<file path="src/ebc_map.vh">
`ifndef EBC_MAP_VH
`define EBC_MAP_VH
// ---------------------------------------------------------------
// Non-volatile page 0 byte addresses
// ---------------------------------------------------------------
`define EBC_NV_PART_ID_MID 6'h01
`define EBC_NV_VERSION 6'h03
`define EBC_NV_BUS_ADDR 6'h20
`define EBC_NV_IFACE_CFG 6'h21
`define EBC_NV_SECURE_ADDR 6'h22
`define EBC_NV_DEF_RX_PROT 6'h23
`define EBC_NV_DEF_TX_PROT 6'h24
`define EBC_NV_TX_CRC_LO 6'h26
`define EBC_NV_TX_CRC_HI 6'h27
`define EBC_NV_RX_CRC_LO 6'h28
`define EBC_NV_RX_CRC_HI 6'h29
`define EBC_NV_LAST 6'h29
`define EBC_PAGE_BYTES 7'h40
// ---------------------------------------------------------------
// Protocol set layout
// ---------------------------------------------------------------
`define EBC_PROT_TX_BYTES 5'h10
`define EBC_PROT_RX_BYTES 5'h08
`define EBC_PROT_SET_BYTES 5'h18
`define EBC_PROT_AREA_BASE 13'h1C00
// ---------------------------------------------------------------
// APB register byte offsets
// ---------------------------------------------------------------
`define EBC_REG_BUS_ADDR 12'h020
`define EBC_REG_IFACE_CFG 12'h024
`define EBC_REG_SECURE_ADDR 12'h028
`define EBC_REG_DEF_RX_PROT 12'h02C
`define EBC_REG_DEF_TX_PROT 12'h030
`define EBC_REG_TX_CRC 12'h034
`define EBC_REG_RX_CRC 12'h038
`define EBC_REG_STATUS 12'h040
`define EBC_REG_CONTROL 12'h044
`define EBC_REG_PART_ID 12'h048
`define EBC_REG_NV_VERSION 12'h04C
`define EBC_REG_HW_VERSION 12'h1FC
// ---------------------------------------------------------------
// Interface byte fields and writable mask
// ---------------------------------------------------------------
`define EBC_IF_SPEED_BIT 7
`define EBC_IF_ADDR_SRC_BIT 4
`define EBC_IF_SCAN_BIT 3
`define EBC_IF_WR_MASK 8'h9F
`define EBC_IF_RESET 8'h8C
`define EBC_PIN_ADDR_TOP 5'h15
`define EBC_HOST_UART 3'h0
`define EBC_HOST_SERIAL 3'h1
`define EBC_HOST_SPI 3'h2
`define EBC_HOST_LV_SERIAL 3'h3
`endif

</file>
<file path="src/ebc_boot_config.v">
`timescale 1ns/100ps
`include "ebc_map.vh"
// Summary of operation
// Pin address is 10101 plus two pins
// Interface bit 4 picks address source
// Interface bit 7 picks speed variant
// Interface bit 3 enables boundary scan
// Interface bits 2..0 select host when bit 2 is clear; bit 2 set selects host pins
// Secure module address always stored byte
// Protocol set: 16 transmit, 8 receive bytes
// Defaults touch only writable bits
// Hardware version hardwired at fixed address
// Host reads only middle identifier byte
// Transmit CRC uses stored seed
// Protocol source address set by user
// Host ignores manufacturer data
// Stored version means init data revision
// Memory pages are sixty-four bytes
// Start-up copies reset area to registers
// Protocol load copies selected set
// Host interfaces wait for boot done
module ebc_boot_config #(
  parameter AW = 13,
  parameter [7:0] HW_VERSION = 8'hA5 // Arbitrary value
) (
  pclk,
  presetn,
  psel,
  penable,
  pwrite,
  paddr,
  pwdata,
  pready,
  prdata,
  pslverr,
  nv_rd_req,
  nv_rd_addr,
  nv_rd_valid,
  nv_rd_data,
  iface_select_pin_a,
  iface_select_pin_b,
  host_pins,
  boot_done,
  host_sel,
  host_enable,
  bus_addr,
  bus_speed_plus_select,
  scan_enable,
  secure_module_addr,
  transmit_crc_seed,
  receive_crc_seed,
  prot_wr_valid,
  prot_wr_is_tx,
  prot_wr_index,
  prot_wr_data
);
  input wire pclk;
  input wire presetn;
  input wire psel;
  input wire penable;
  input wire pwrite;
  input wire [11:0] paddr;
  input wire [31:0] pwdata;
  output reg pready;
  output reg [31:0] prdata;
  output reg pslverr;
  output wire nv_rd_req;
  output wire [AW-1:0] nv_rd_addr;
  input wire nv_rd_valid;
  input wire [7:0] nv_rd_data;
  input wire iface_select_pin_a;
  input wire iface_select_pin_b;
  input wire [2:0] host_pins;
  output reg boot_done;
  output reg [2:0] host_sel;
  output reg host_enable;
  output reg [6:0] bus_addr;
  output reg bus_speed_plus_select;
  output reg scan_enable;
  output reg [7:0] secure_module_addr;
  output reg [15:0] transmit_crc_seed;
  output reg [15:0] receive_crc_seed;
  output reg prot_wr_valid;
  output reg prot_wr_is_tx;
  output reg [4:0] prot_wr_index;
  output reg [7:0] prot_wr_data;

  // ---------------------------------------------------------------
  // State machine
  // ---------------------------------------------------------------
  localparam [3:0] ST_START = 4'h1;
  localparam [3:0] ST_BOOT = 4'h2;
  localparam [3:0] ST_IDLE = 4'h4;
  localparam [3:0] ST_PROT = 4'h8;

  reg [3:0] state_r;
  reg [3:0] state_nxt;
  reg rd_start;
  reg [AW-1:0] rd_addr;
  reg [6:0] rd_count;
  wire byte_valid;
  wire [6:0] byte_index;
  wire rd_busy;
  reg started_r;

  reg [7:0] bus_addr_byte_r;
  reg [7:0] iface_cfg_r;
  reg [7:0] secure_addr_r;
  reg [7:0] def_rx_prot_r;
  reg [7:0] def_tx_prot_r;
  reg [15:0] tx_crc_r;
  reg [15:0] rx_crc_r;
  reg [7:0] part_id_r;
  reg [7:0] nv_version_r;
  reg [7:0] load_set_r;
  reg [AW-1:0] prot_base_r;

  wire apb_wr;
  wire apb_rd;
  reg load_req;
  reg [AW-1:0] prot_src;
  reg [7:0] nv_byte_r;

  assign apb_wr = psel && penable && pwrite && pready;
  assign apb_rd = psel && penable && !pwrite && pready;

  // Protocol set source: base plus set number times set size
  always @* begin
    prot_src = prot_base_r +
      ({{(AW-8){1'b0}}, load_set_r} * {{(AW-5){1'b0}},
      `EBC_PROT_SET_BYTES});
  end

  // One reader serves both the boot copy and protocol loads
  ebc_nv_reader #(
    .AW(AW)
  ) u_reader (
    .pclk(pclk),
    .presetn(presetn),
    .start(rd_start),
    .start_addr(rd_addr),
    .count(rd_count),
    .nv_rd_req(nv_rd_req),
    .nv_rd_addr(nv_rd_addr),
    .nv_rd_valid(nv_rd_valid),
    .byte_valid(byte_valid),
    .byte_index(byte_index),
    .busy(rd_busy)
  );

  // Memory data stands only in its valid cycle, so hold it here
  always @(posedge pclk or negedge presetn) begin
    if (!presetn) begin
      nv_byte_r <= 8'h00;
    end else if (nv_rd_req && nv_rd_valid) begin
      nv_byte_r <= nv_rd_data;
    end
  end

  // ---------------------------------------------------------------
  // Sequencing
  // ---------------------------------------------------------------
  always @* begin
    state_nxt = state_r;
    rd_start = 1'b0;
    rd_addr = {AW{1'b0}};
    rd_count = 7'h00;
    case (state_r)
      ST_START: begin
        rd_start = 1'b1;
        rd_count = `EBC_PAGE_BYTES;
        state_nxt = ST_BOOT;
      end
      ST_BOOT: begin
        if (started_r && !rd_busy) begin
          state_nxt = ST_IDLE;
        end
      end
      ST_IDLE: begin
        if (load_req) begin
          rd_start = 1'b1;
          rd_addr = prot_src;
          rd_count = {2'b00, `EBC_PROT_SET_BYTES};
          state_nxt = ST_PROT;
        end
      end
      ST_PROT: begin
        if (started_r && !rd_busy) begin
          state_nxt = ST_IDLE;
        end
      end
      default: begin
        state_nxt = ST_START;
      end
    endcase
  end

  // Reader busy lags start by one edge; started_r covers that gap
  always @(posedge pclk or negedge presetn) begin
    if (!presetn) begin
      state_r <= ST_START;
      started_r <= 1'b0;
    end else begin
      state_r <= state_nxt;
      started_r <= rd_start ? 1'b0 : (rd_busy ? 1'b1 : started_r);
    end
  end

  // ---------------------------------------------------------------
  // Configuration store, filled at boot, then software owned except part ID and version
  // ---------------------------------------------------------------
  always @(posedge pclk or negedge presetn) begin
    if (!presetn) begin
      bus_addr_byte_r <= 8'h00;
      iface_cfg_r <= `EBC_IF_RESET;
      secure_addr_r <= 8'h00;
      def_rx_prot_r <= 8'h00;
      def_tx_prot_r <= 8'h00;
      tx_crc_r <= 16'h0000;
      rx_crc_r <= 16'h0000;
      part_id_r <= 8'h00;
      nv_version_r <= 8'h00;
    end else if (state_r == ST_BOOT && byte_valid) begin
      case (byte_index[5:0])
        `EBC_NV_PART_ID_MID: part_id_r <= nv_byte_r;
        `EBC_NV_VERSION: nv_version_r <= nv_byte_r;
        `EBC_NV_BUS_ADDR: bus_addr_byte_r <= nv_byte_r;
        // Reserved bits 6..5 keep their value
        `EBC_NV_IFACE_CFG: iface_cfg_r <= (nv_byte_r & `EBC_IF_WR_MASK)
          | (iface_cfg_r & ~`EBC_IF_WR_MASK);
        `EBC_NV_SECURE_ADDR: secure_addr_r <= nv_byte_r;
        `EBC_NV_DEF_RX_PROT: def_rx_prot_r <= nv_byte_r;
        `EBC_NV_DEF_TX_PROT: def_tx_prot_r <= nv_byte_r;
        `EBC_NV_TX_CRC_LO: tx_crc_r[7:0] <= nv_byte_r;
        `EBC_NV_TX_CRC_HI: tx_crc_r[15:8] <= nv_byte_r;
        `EBC_NV_RX_CRC_LO: rx_crc_r[7:0] <= nv_byte_r;
        `EBC_NV_RX_CRC_HI: rx_crc_r[15:8] <= nv_byte_r;
        default: begin
          // Trim and manufacturer bytes are not kept
        end
      endcase
    end else if (apb_wr) begin
      case (paddr)
        `EBC_REG_BUS_ADDR: bus_addr_byte_r <= pwdata[7:0];
        `EBC_REG_IFACE_CFG: iface_cfg_r <= (pwdata[7:0] & `EBC_IF_WR_MASK)
          | (iface_cfg_r & ~`EBC_IF_WR_MASK);
        `EBC_REG_SECURE_ADDR: secure_addr_r <= pwdata[7:0];
        `EBC_REG_DEF_RX_PROT: def_rx_prot_r <= pwdata[7:0];
        `EBC_REG_DEF_TX_PROT: def_tx_prot_r <= pwdata[7:0];
        `EBC_REG_TX_CRC: tx_crc_r <= pwdata[15:0];
        `EBC_REG_RX_CRC: rx_crc_r <= pwdata[15:0];
        default: begin
        end
      endcase
    end
  end

  // Control: set number, source base, load strobe
  always @(posedge pclk or negedge presetn) begin
    if (!presetn) begin
      load_set_r <= 8'h00;
      prot_base_r <= `EBC_PROT_AREA_BASE;
      load_req <= 1'b0;
    end else begin
      if (state_r == ST_PROT) begin
        load_req <= 1'b0;
      end
      if (apb_wr && paddr == `EBC_REG_CONTROL && state_r == ST_IDLE) begin
        load_set_r <= pwdata[7:0];
        prot_base_r <= pwdata[16+AW-1:16];
        load_req <= pwdata[31];
      end
    end
  end

  // ---------------------------------------------------------------
  // Protocol set write-out: first 16 bytes transmit, then receive
  // ---------------------------------------------------------------
  always @(posedge pclk or negedge presetn) begin
    if (!presetn) begin
      prot_wr_valid <= 1'b0;
      prot_wr_is_tx <= 1'b0;
      prot_wr_index <= 5'h00;
      prot_wr_data <= 8'h00;
    end else begin
      prot_wr_valid <= (state_r == ST_PROT) && byte_valid;
      if ((state_r == ST_PROT) && byte_valid) begin
        prot_wr_is_tx <= byte_index < {2'b00, `EBC_PROT_TX_BYTES};
        prot_wr_index <= (byte_index < {2'b00, `EBC_PROT_TX_BYTES}) ?
          byte_index[4:0] : byte_index[4:0] - `EBC_PROT_TX_BYTES;
        prot_wr_data <= nv_byte_r;
      end
    end
  end

  // ---------------------------------------------------------------
  // Derived outputs, held at reset values until the boot copy ends
  // ---------------------------------------------------------------
  always @(posedge pclk or negedge presetn) begin
    if (!presetn) begin
      boot_done <= 1'b0;
      host_sel <= 3'h0;
      host_enable <= 1'b0;
      bus_addr <= 7'h00;
      bus_speed_plus_select <= 1'b1;
      scan_enable <= 1'b1;
      secure_module_addr <= 8'h00;
      transmit_crc_seed <= 16'h0000;
      receive_crc_seed <= 16'h0000;
    end else if (state_r == ST_IDLE || state_r == ST_PROT) begin
      boot_done <= 1'b1;
      host_enable <= 1'b1;
      host_sel <= iface_cfg_r[2] ? host_pins : iface_cfg_r[2:0];
      bus_addr <= iface_cfg_r[`EBC_IF_ADDR_SRC_BIT] ?
        bus_addr_byte_r[6:0] :
        {`EBC_PIN_ADDR_TOP, iface_select_pin_b,
        iface_select_pin_a};
      bus_speed_plus_select <= iface_cfg_r[`EBC_IF_SPEED_BIT];
      scan_enable <= iface_cfg_r[`EBC_IF_SCAN_BIT];
      secure_module_addr <= secure_addr_r;
      transmit_crc_seed <= tx_crc_r;
      receive_crc_seed <= rx_crc_r;
    end
  end

  // ---------------------------------------------------------------
  // APB slave: zero wait states, error on unmapped address
  // ---------------------------------------------------------------
  always @(posedge pclk or negedge presetn) begin
    if (!presetn) begin
      pready <= 1'b0;
      prdata <= 32'h00000000;
      pslverr <= 1'b0;
    end else begin
      pready <= psel && !penable;
      pslverr <= 1'b0;
      if (psel && !penable) begin
        prdata <= 32'h00000000;
        case (paddr)
          `EBC_REG_BUS_ADDR: prdata[7:0] <= bus_addr_byte_r;
          `EBC_REG_IFACE_CFG: prdata[7:0] <= iface_cfg_r;
          `EBC_REG_SECURE_ADDR: prdata[7:0] <= secure_addr_r;
          `EBC_REG_DEF_RX_PROT: prdata[7:0] <= def_rx_prot_r;
          `EBC_REG_DEF_TX_PROT: prdata[7:0] <= def_tx_prot_r;
          `EBC_REG_TX_CRC: prdata[15:0] <= tx_crc_r;
          `EBC_REG_RX_CRC: prdata[15:0] <= rx_crc_r;
          `EBC_REG_STATUS: prdata[3:0] <= state_r;
          `EBC_REG_CONTROL: prdata[7:0] <= load_set_r;
          `EBC_REG_PART_ID: prdata[7:0] <= part_id_r;
          `EBC_REG_NV_VERSION: prdata[7:0] <= nv_version_r;
          `EBC_REG_HW_VERSION: prdata[7:0] <= HW_VERSION;
          default: pslverr <= 1'b1;
        endcase
      end
    end
  end
endmodule // ebc_boot_config

</file>
<file path="src/ebc_nv_reader.v">
`timescale 1ns/100ps
// Sequential byte reader towards the memory array: one request at a time
module ebc_nv_reader #(
  parameter AW = 13
) (
  pclk,
  presetn,
  start,
  start_addr,
  count,
  nv_rd_req,
  nv_rd_addr,
  nv_rd_valid,
  byte_valid,
  byte_index,
  busy
);
  input wire pclk;
  input wire presetn;
  input wire start;
  input wire [AW-1:0] start_addr;
  input wire [6:0] count;
  output reg nv_rd_req;
  output reg [AW-1:0] nv_rd_addr;
  input wire nv_rd_valid;
  output reg byte_valid;
  output reg [6:0] byte_index;
  output reg busy;

  reg [6:0] left_r;

  // Issue a request, wait for valid, step to the next byte
  always @(posedge pclk or negedge presetn) begin
    if (!presetn) begin
      nv_rd_req <= 1'b0;
      nv_rd_addr <= {AW{1'b0}};
      byte_valid <= 1'b0;
      byte_index <= 7'h00;
      busy <= 1'b0;
      left_r <= 7'h00;
    end else begin
      byte_valid <= 1'b0;
      if (!busy) begin
        if (start && count != 7'h00) begin
          busy <= 1'b1;
          nv_rd_req <= 1'b1;
          nv_rd_addr <= start_addr;
          byte_index <= 7'h00;
          left_r <= count;
        end
      end else if (nv_rd_req && nv_rd_valid) begin
        byte_valid <= 1'b1;
        nv_rd_req <= 1'b0;
      end else if (byte_valid) begin
        if (left_r == 7'h01) begin
          busy <= 1'b0;
        end else begin
          left_r <= left_r - 7'h01;
          byte_index <= byte_index + 7'h01;
          nv_rd_addr <= nv_rd_addr + {{(AW-1){1'b0}}, 1'b1};
          nv_rd_req <= 1'b1;
        end
      end
    end
  end
endmodule // ebc_nv_reader

</file>
<file path="config.mk">
export PLATFORM = sky130hd
export DESIGN_NAME = ebc_boot_config
export DESIGN_NICKNAME = d
export VERILOG_FILES = /design/src/ebc_boot_config.v /design/src/ebc_nv_reader.v
export VERILOG_INCLUDE_DIRS = /design/src
export SDC_FILE = /design/constraint.sdc
export NUM_CORES = 1
export LEC_CHECK = 0
export BUFFER_PORTS_ARGS = -buffer_cell sky130_fd_sc_hd__buf_2
export CAP_MARGIN = 5
export CORE_MARGIN = 10
export CORE_UTILIZATION = 57
export CTS_CLUSTER_SIZE = 30
export DETAILED_ROUTE_END_ITERATION = 7
export PLACE_DENSITY = 0.8
export SYNTH_ARGS = -nofsm -noshare
export SYNTH_HDL_FRONTEND = slang
export SYNTH_SLANG_ARGS = --single-unit
</file>
<file path="constraint.sdc">
create_clock -name pclk -period 4.25 [get_ports pclk]
set_input_delay 0 -clock pclk [delete_from_list [all_inputs] [get_ports pclk]]
set_output_delay 0 -clock pclk [all_outputs]
set_load 0.01 [all_outputs]
</file>
[Word-level counts from Yosys, hierarchy flattened]
Index checks and enable logic that the tools add are counted.
Word-level totals
  bits in registers: 239
  input bits: 63
  output and inout port bits: 117
  word-level logic and storage cells: 211
Operators by class
  add/subtract/negate cells: 5
  multiply operators: 1
  $lt $le $gt $ge: 1
  equal/unequal tests: 44
  muxes and demuxes: 78
  bitwise logic cells: 2
  reductions and logical operators: 42
Operator list (count)
  2-to-1 mux 8 bit: 24
  2-to-1 mux 16 bit: 6
  2-to-1 mux 13 bit: 7
  equality test 12 x 6 -> 1 bit, second input constant: 7
  2-to-1 mux 7 bit: 11
  equality test 6 bit, second input constant: 9
  equality test 12 x 7 -> 1 bit, second input constant: 4
  one-hot mux 4 bit (12 select lines): 1
  one-hot mux 4 bit (11 select lines): 1
  AND reduction 3 bit: 10
  != test 2 x 1 -> 1 bit, second input constant: 11
  nonzero test 2 bit: 11
  2-to-1 mux 1 bit: 19
  OR 8 x 7 -> 8 bit: 2
  one-hot mux 8 bit (2 select lines): 1
  one-hot mux 7 bit (2 select lines): 1
  adder 13 x 1 -> 13 bit, second input constant: 1
  adder 13 bit: 1
  equality test 12 x 9 -> 1 bit, second input constant: 1
  one-hot mux 4 bit (3 select lines): 1
  OR reduction 12 bit: 1
  logical AND 1 bit: 11
  multiplier 8 x 2 -> 10 bit, second input constant: 1
  2-to-1 mux 5 bit: 2
  23 further kinds: 29

[Depth between registers and ports, before layout]
  depth in word-level cells: 6
  mapped depth: 13
  mapped depth without buffers: 13

[Modules after synthesis]
From an unflattened synthesis, not the netlist that was laid out.
Unflattened totals
  cell total of the unflattened synthesis: 1036
  area total of the unflattened synthesis: 12062.8 um^2
By module, submodules not included
  ebc_boot_config: instances 1, cells each 831, area each 10116.0 um^2, seq. area each 5191.2 um^2
  ebc_nv_reader: instances 1, cells each 205, area each 1946.9 um^2, seq. area each 750.7 um^2

[Worst setup path before layout]
OpenSTA, ideal clock, no wires.
  kind: reg2reg
  from: register load_set_r[1]
  to: register u_reader.nv_rd_addr[12]
  setup time: 126 ps
  arrival time: 2998 ps
  data required time: 4124 ps
  path slack: 1126 ps
  stages on the path, launching flop included: 14
  buffers on the path: 0
  clock period less this slack: 3124 ps
  cells stage by stage: dfrtp_1 -> ha_1 -> fa_1 -> a211oi_1 -> nor2_1 -> o21a_1 -> nor2_1 -> xor2_1 -> ha_1 -> nand2_1 -> nor3_1 -> a2111oi_0 -> xnor2_1 -> a221o_1
On the way
  word-level cells in the longest chain between the ends: 6
Ends and longest elaborated chain
  from (decl): RTL line ebc_boot_config.v:115  | reg [7:0] load_set_r;
  from (signal assigned): RTL line ebc_boot_config.v:269  | load_set_r <= pwdata[7:0];
  multiplier 8 x 2 -> 10 bit: RTL line ebc_boot_config.v:130  | ({{(AW-8){1'b0}}, load_set_r} * {{(AW-5){1'b0}},
  adder 13 bit: RTL line ebc_boot_config.v:129  | prot_src = prot_base_r +
  2-to-1 mux 13 bit: RTL line ebc_boot_config.v:180  | if (load_req) begin
  2-to-1 mux 13 bit: RTL line ebc_boot_config.v:168  | case (state_r)
  2-to-1 mux 13 bit: RTL line ebc_nv_reader.v:44  | if (start && count != 7'h00) begin
  2-to-1 mux 13 bit: RTL line ebc_nv_reader.v:43  | if (!busy) begin
  to (signal assigned): RTL line ebc_nv_reader.v:36  | nv_rd_addr <= {AW{1'b0}};
  to (signal assigned): RTL line ebc_nv_reader.v:47  | nv_rd_addr <= start_addr;
  to (signal assigned): RTL line ebc_nv_reader.v:60  | nv_rd_addr <= nv_rd_addr + {{(AW-1){1'b0}}, 1'b1};
  to (decl): RTL line ebc_nv_reader.v:24  | output reg [AW-1:0] nv_rd_addr;
No other way between the ends. The select of a mux whose other input is x is not followed.
A chain may end at the register's enable or synchronous reset.

[Final worst setup path]
Same ends and word-level chain as after synthesis.

==> metrics.csv <==
metric,value,unit
vias in the first global route,9410,
top-area cell type share of the netlist area,48.7,%
Num Clock Sinks,237,
root buf cell,clkbuf_16,
WL met2,15.9,mm
critical path arrival,3.79,ns
Vias,9383,
I/O Buffers,161,
M1 wire length,14.0,mm
mean post-synth cell area,10.7,um2
P&R area growth vs syn,18.5,%
P_leak,6.65,nW
placed cells,1474,
DRC,0,
Placer Congestion,0.991,
clock latency on the worst-skew pair,0.53,ns
worst slew pin tran,1.18,ns
Hold Path Class,in2reg,
routed len/inst,21.5,um
Chip Height,163,um
Fin. Hold Viols,0,
Antenna diodes,0,
Pint,4.52,mW
largest net degree at the start of global routing,130,
Post-DRT Antenna Nets,0,
switching share of power,32.0,%
total CTS buffers,24,
Unique masters post-synth,77,
Initial Util,58.0,%
fin crit period,3.38,ns
initial antenna violation count,0,
Psw,2.13,mW
layout cells sized above 1,25.4,%
total gr overflow,0,
combinational power share,22.6,%
Gate Count Post-Synth,1094,
RSZ-0062 raised after global routing,false,
Die Wd,163,um
htree depth,1,
final worst slack,0.868,ns
Rel. slew slack,20.9,%
# setup viols final,0,
crit end category,flip-flop,
total negative slack,0,ns
Critical Path RT,4.66,ns
Met3 Wirelength,2.77,mm
synthesis-stage register bit count,237,
Crit Path Category,reg2reg,
number of nets in the layout,1368,
fmax,0.296,GHz
Core ar.,20200,um2
post-synthesis async set-or-reset flop share,100,%
first-pass GRT wire length,52.6,mm
clk_skew,0.0232,ns
most frequent cells after synthesis,"dfrtp_1, nor2_1, a21oi_1",
Post-CTS Hold Fix Bufs,49,
# resized after CTS,0,
most common cell in the synthesized netlist,dfrtp_1,
Post-CTS Setup Inserts,0,
sequential share of the synthesized area,50.7,%
Top Metal Used,met4,
Tcrit/Tclk final,79.6,%
status,"complete, no violations",
"area leader, netlist",dfrtp_1,
top post-synthesis cells by area,"dfrtp_1, mux2_2, a21oi_1",
Ports,180,
max-slew violations,0,
worst-case clock buffer depth,3,
final instance count without filler cells,1567,
post-detail-place hpwl,23.3,mm
Setup crit start kind,flip-flop,
Vias/cell,5.99,
Die ar.,26700,um2
pre-CTS setup slack,0.870,ns
Post-synth EDFFs,0,
TritonRoute pass-1 iters,5,
CTS tree,yes,
Tot GR Track Use,24.5,%
Post-Syn Area,11700,um2
Ys Warns,0,
VDD IR max,0.326,mV
Seq pwr share,46.4,%
crit-path max FO,5,
num rows,52,
Pwr Density,478,nW/um2
Synth Flop Type,dfrtp_1,
Max Cap Viol,0,
clock share of power,31.0,%
"CTS clk-pin slew, worst paths",0.06,ns
initial DRC count,844,
drt total wl,33.7,mm
-- logic make-up (layout without fill, tap and decap cells) --
| group | Yosys count | after routing | share of synthesized area, % |
|---|---|---|---|
| adders and majority gates | 26 | 26 | 2.90 |
| xor gates and xnor gates | 20 | 20 | 1.49 |
| other | 1 | 16 | 0.0320 |
| AOI/OAI and AO/OA | 253 | 253 | 14.0 |
| muxes | 142 | 142 | 13.2 |
| buffers and inverters | 100 | 288 | 4.21 |
| and+or+nand+nor | 315 | 315 | 13.5 |
| DFF | 237 | 237 | 50.7 |
-- registers in the layout, indices dropped and copies added, names as in the netlist, 13 cells and up --
register	count
prdata	16
prot_base_r	13
receive_crc_seed	16
rx_crc_r	16
transmit_crc_seed	16
tx_crc_r	16
u_reader.nv_rd_addr	13
-- path summary, 6_finish.rpt --
path	start	endpoint	slack, ns	cells after the start
setup / recovery	load_set_r[1]$_DFFE_PN0P_	u_reader.nv_rd_addr[12]$_DFFE_PN0P_	0.87	13
hold / removal	paddr[6]	prdata[0]$_DFFE_PN0P_	0.01	4
min in group asynchronous	presetn	prot_wr_valid$_DFF_PN0_	0.12	2
hold reg to reg	bus_addr[3]$_DFFE_PN0P_	bus_addr[3]$_DFFE_PN0P_	0.47	2
setup reg to reg	load_set_r[1]$_DFFE_PN0P_	u_reader.nv_rd_addr[12]$_DFFE_PN0P_	0.87	13
max in group asynchronous	presetn	u_reader.nv_rd_addr[8]$_DFFE_PN0P_	2.99	3
-- worst max-delay path, stage by stage (launching register included) --
cell	delay (ns)
dfrtp_1	0.44
ha_1	0.24
fa_1	0.42
a211oi_1	0.23
nor2_1	0.11
o21a_1	0.18
nor2_1	0.12
xor2_1	0.17
ha_1	0.28
nand2_1	0.10
nor3_1	0.05
a2111oi_0	0.47
xnor2_1	0.13
a221o_1	0.33
-- cell type report --
type / count / area, um2
fillers: 1513 / 6340
well taps: 270 / 338
flip-flops and latches: 237 / 5940
repair buffers: 220 / 1390
inverters: 24 / 90.1
clock inverters: 9 / 87.6
multi-input cells: 772 / 5360
clock buffers: 35 / 682
-- through the flow --
stage / util [%] / total power [mW] / hold WS [ns] / cell area (um2)
2_1_floorplan: - / 3.95 / -0.296 / 11800
3_3_place_gp: 62.4 / 4.49 / 0.120 / 12600
3_5_place_dp: 62.4 / 4.56 / 0.119 / 12600
4_1_cts: 68.7 / 6.66 / 0.00725 / 13900
5_1_grt: 68.7 / 6.97 / 0.0472 / 13900
6_report: 68.7 / 6.64 / 0.0122 / 13900
-- cells in the final DEF, fill, tap and decap left out, drive strengths merged, types with 5 or more instances in the layout --
cell         Yosys  final
o21ai           59     59
nand3           17     17
nor4             9      9
nor3b            6      6
a211oi           7      7
dfstp            9      9
clkbuf          29     35
xnor2           13     13
nor3            20     20
dfrtp          228    228
o211ai           6      6
a21oi           93     93
and3             9      9
nor2b            8      8
nor4b            5      5
nor2           119    119
buf             47    171
mux2           105    105
a32oi            8      8
o31ai            5      5
nand2b           8      8
ha              24     24
o21a             7      7
a21o             5      5
a22oi           22     22
mux2i           37     37
nand4           12     12
inv             24     24
xor2             7      7
clkinv           0      7
or3              8      8
nand2           79     79
conb             1     16
dlygate4sd3      0     49
-- layer usage --
metal  up-vias  GRT usage (%)
li1       4272              -
met1      4628           32.6
met3        76           5.51
met5         -              0
met2       407           38.9
met4         0           8.07
-- power groups by stage --
stage               combinational [mW]  clock (mW)  sequential (mW)
global route                      1.65        2.18             3.13
floorplan                        0.953           0             3.00
CTS                               1.51        2.09             3.06
finish                            1.50        2.06             3.08
global placement                  1.42           0             3.08
detailed placement                1.46           0             3.10
Note: power is estimated with default switching activity, not from simulation.
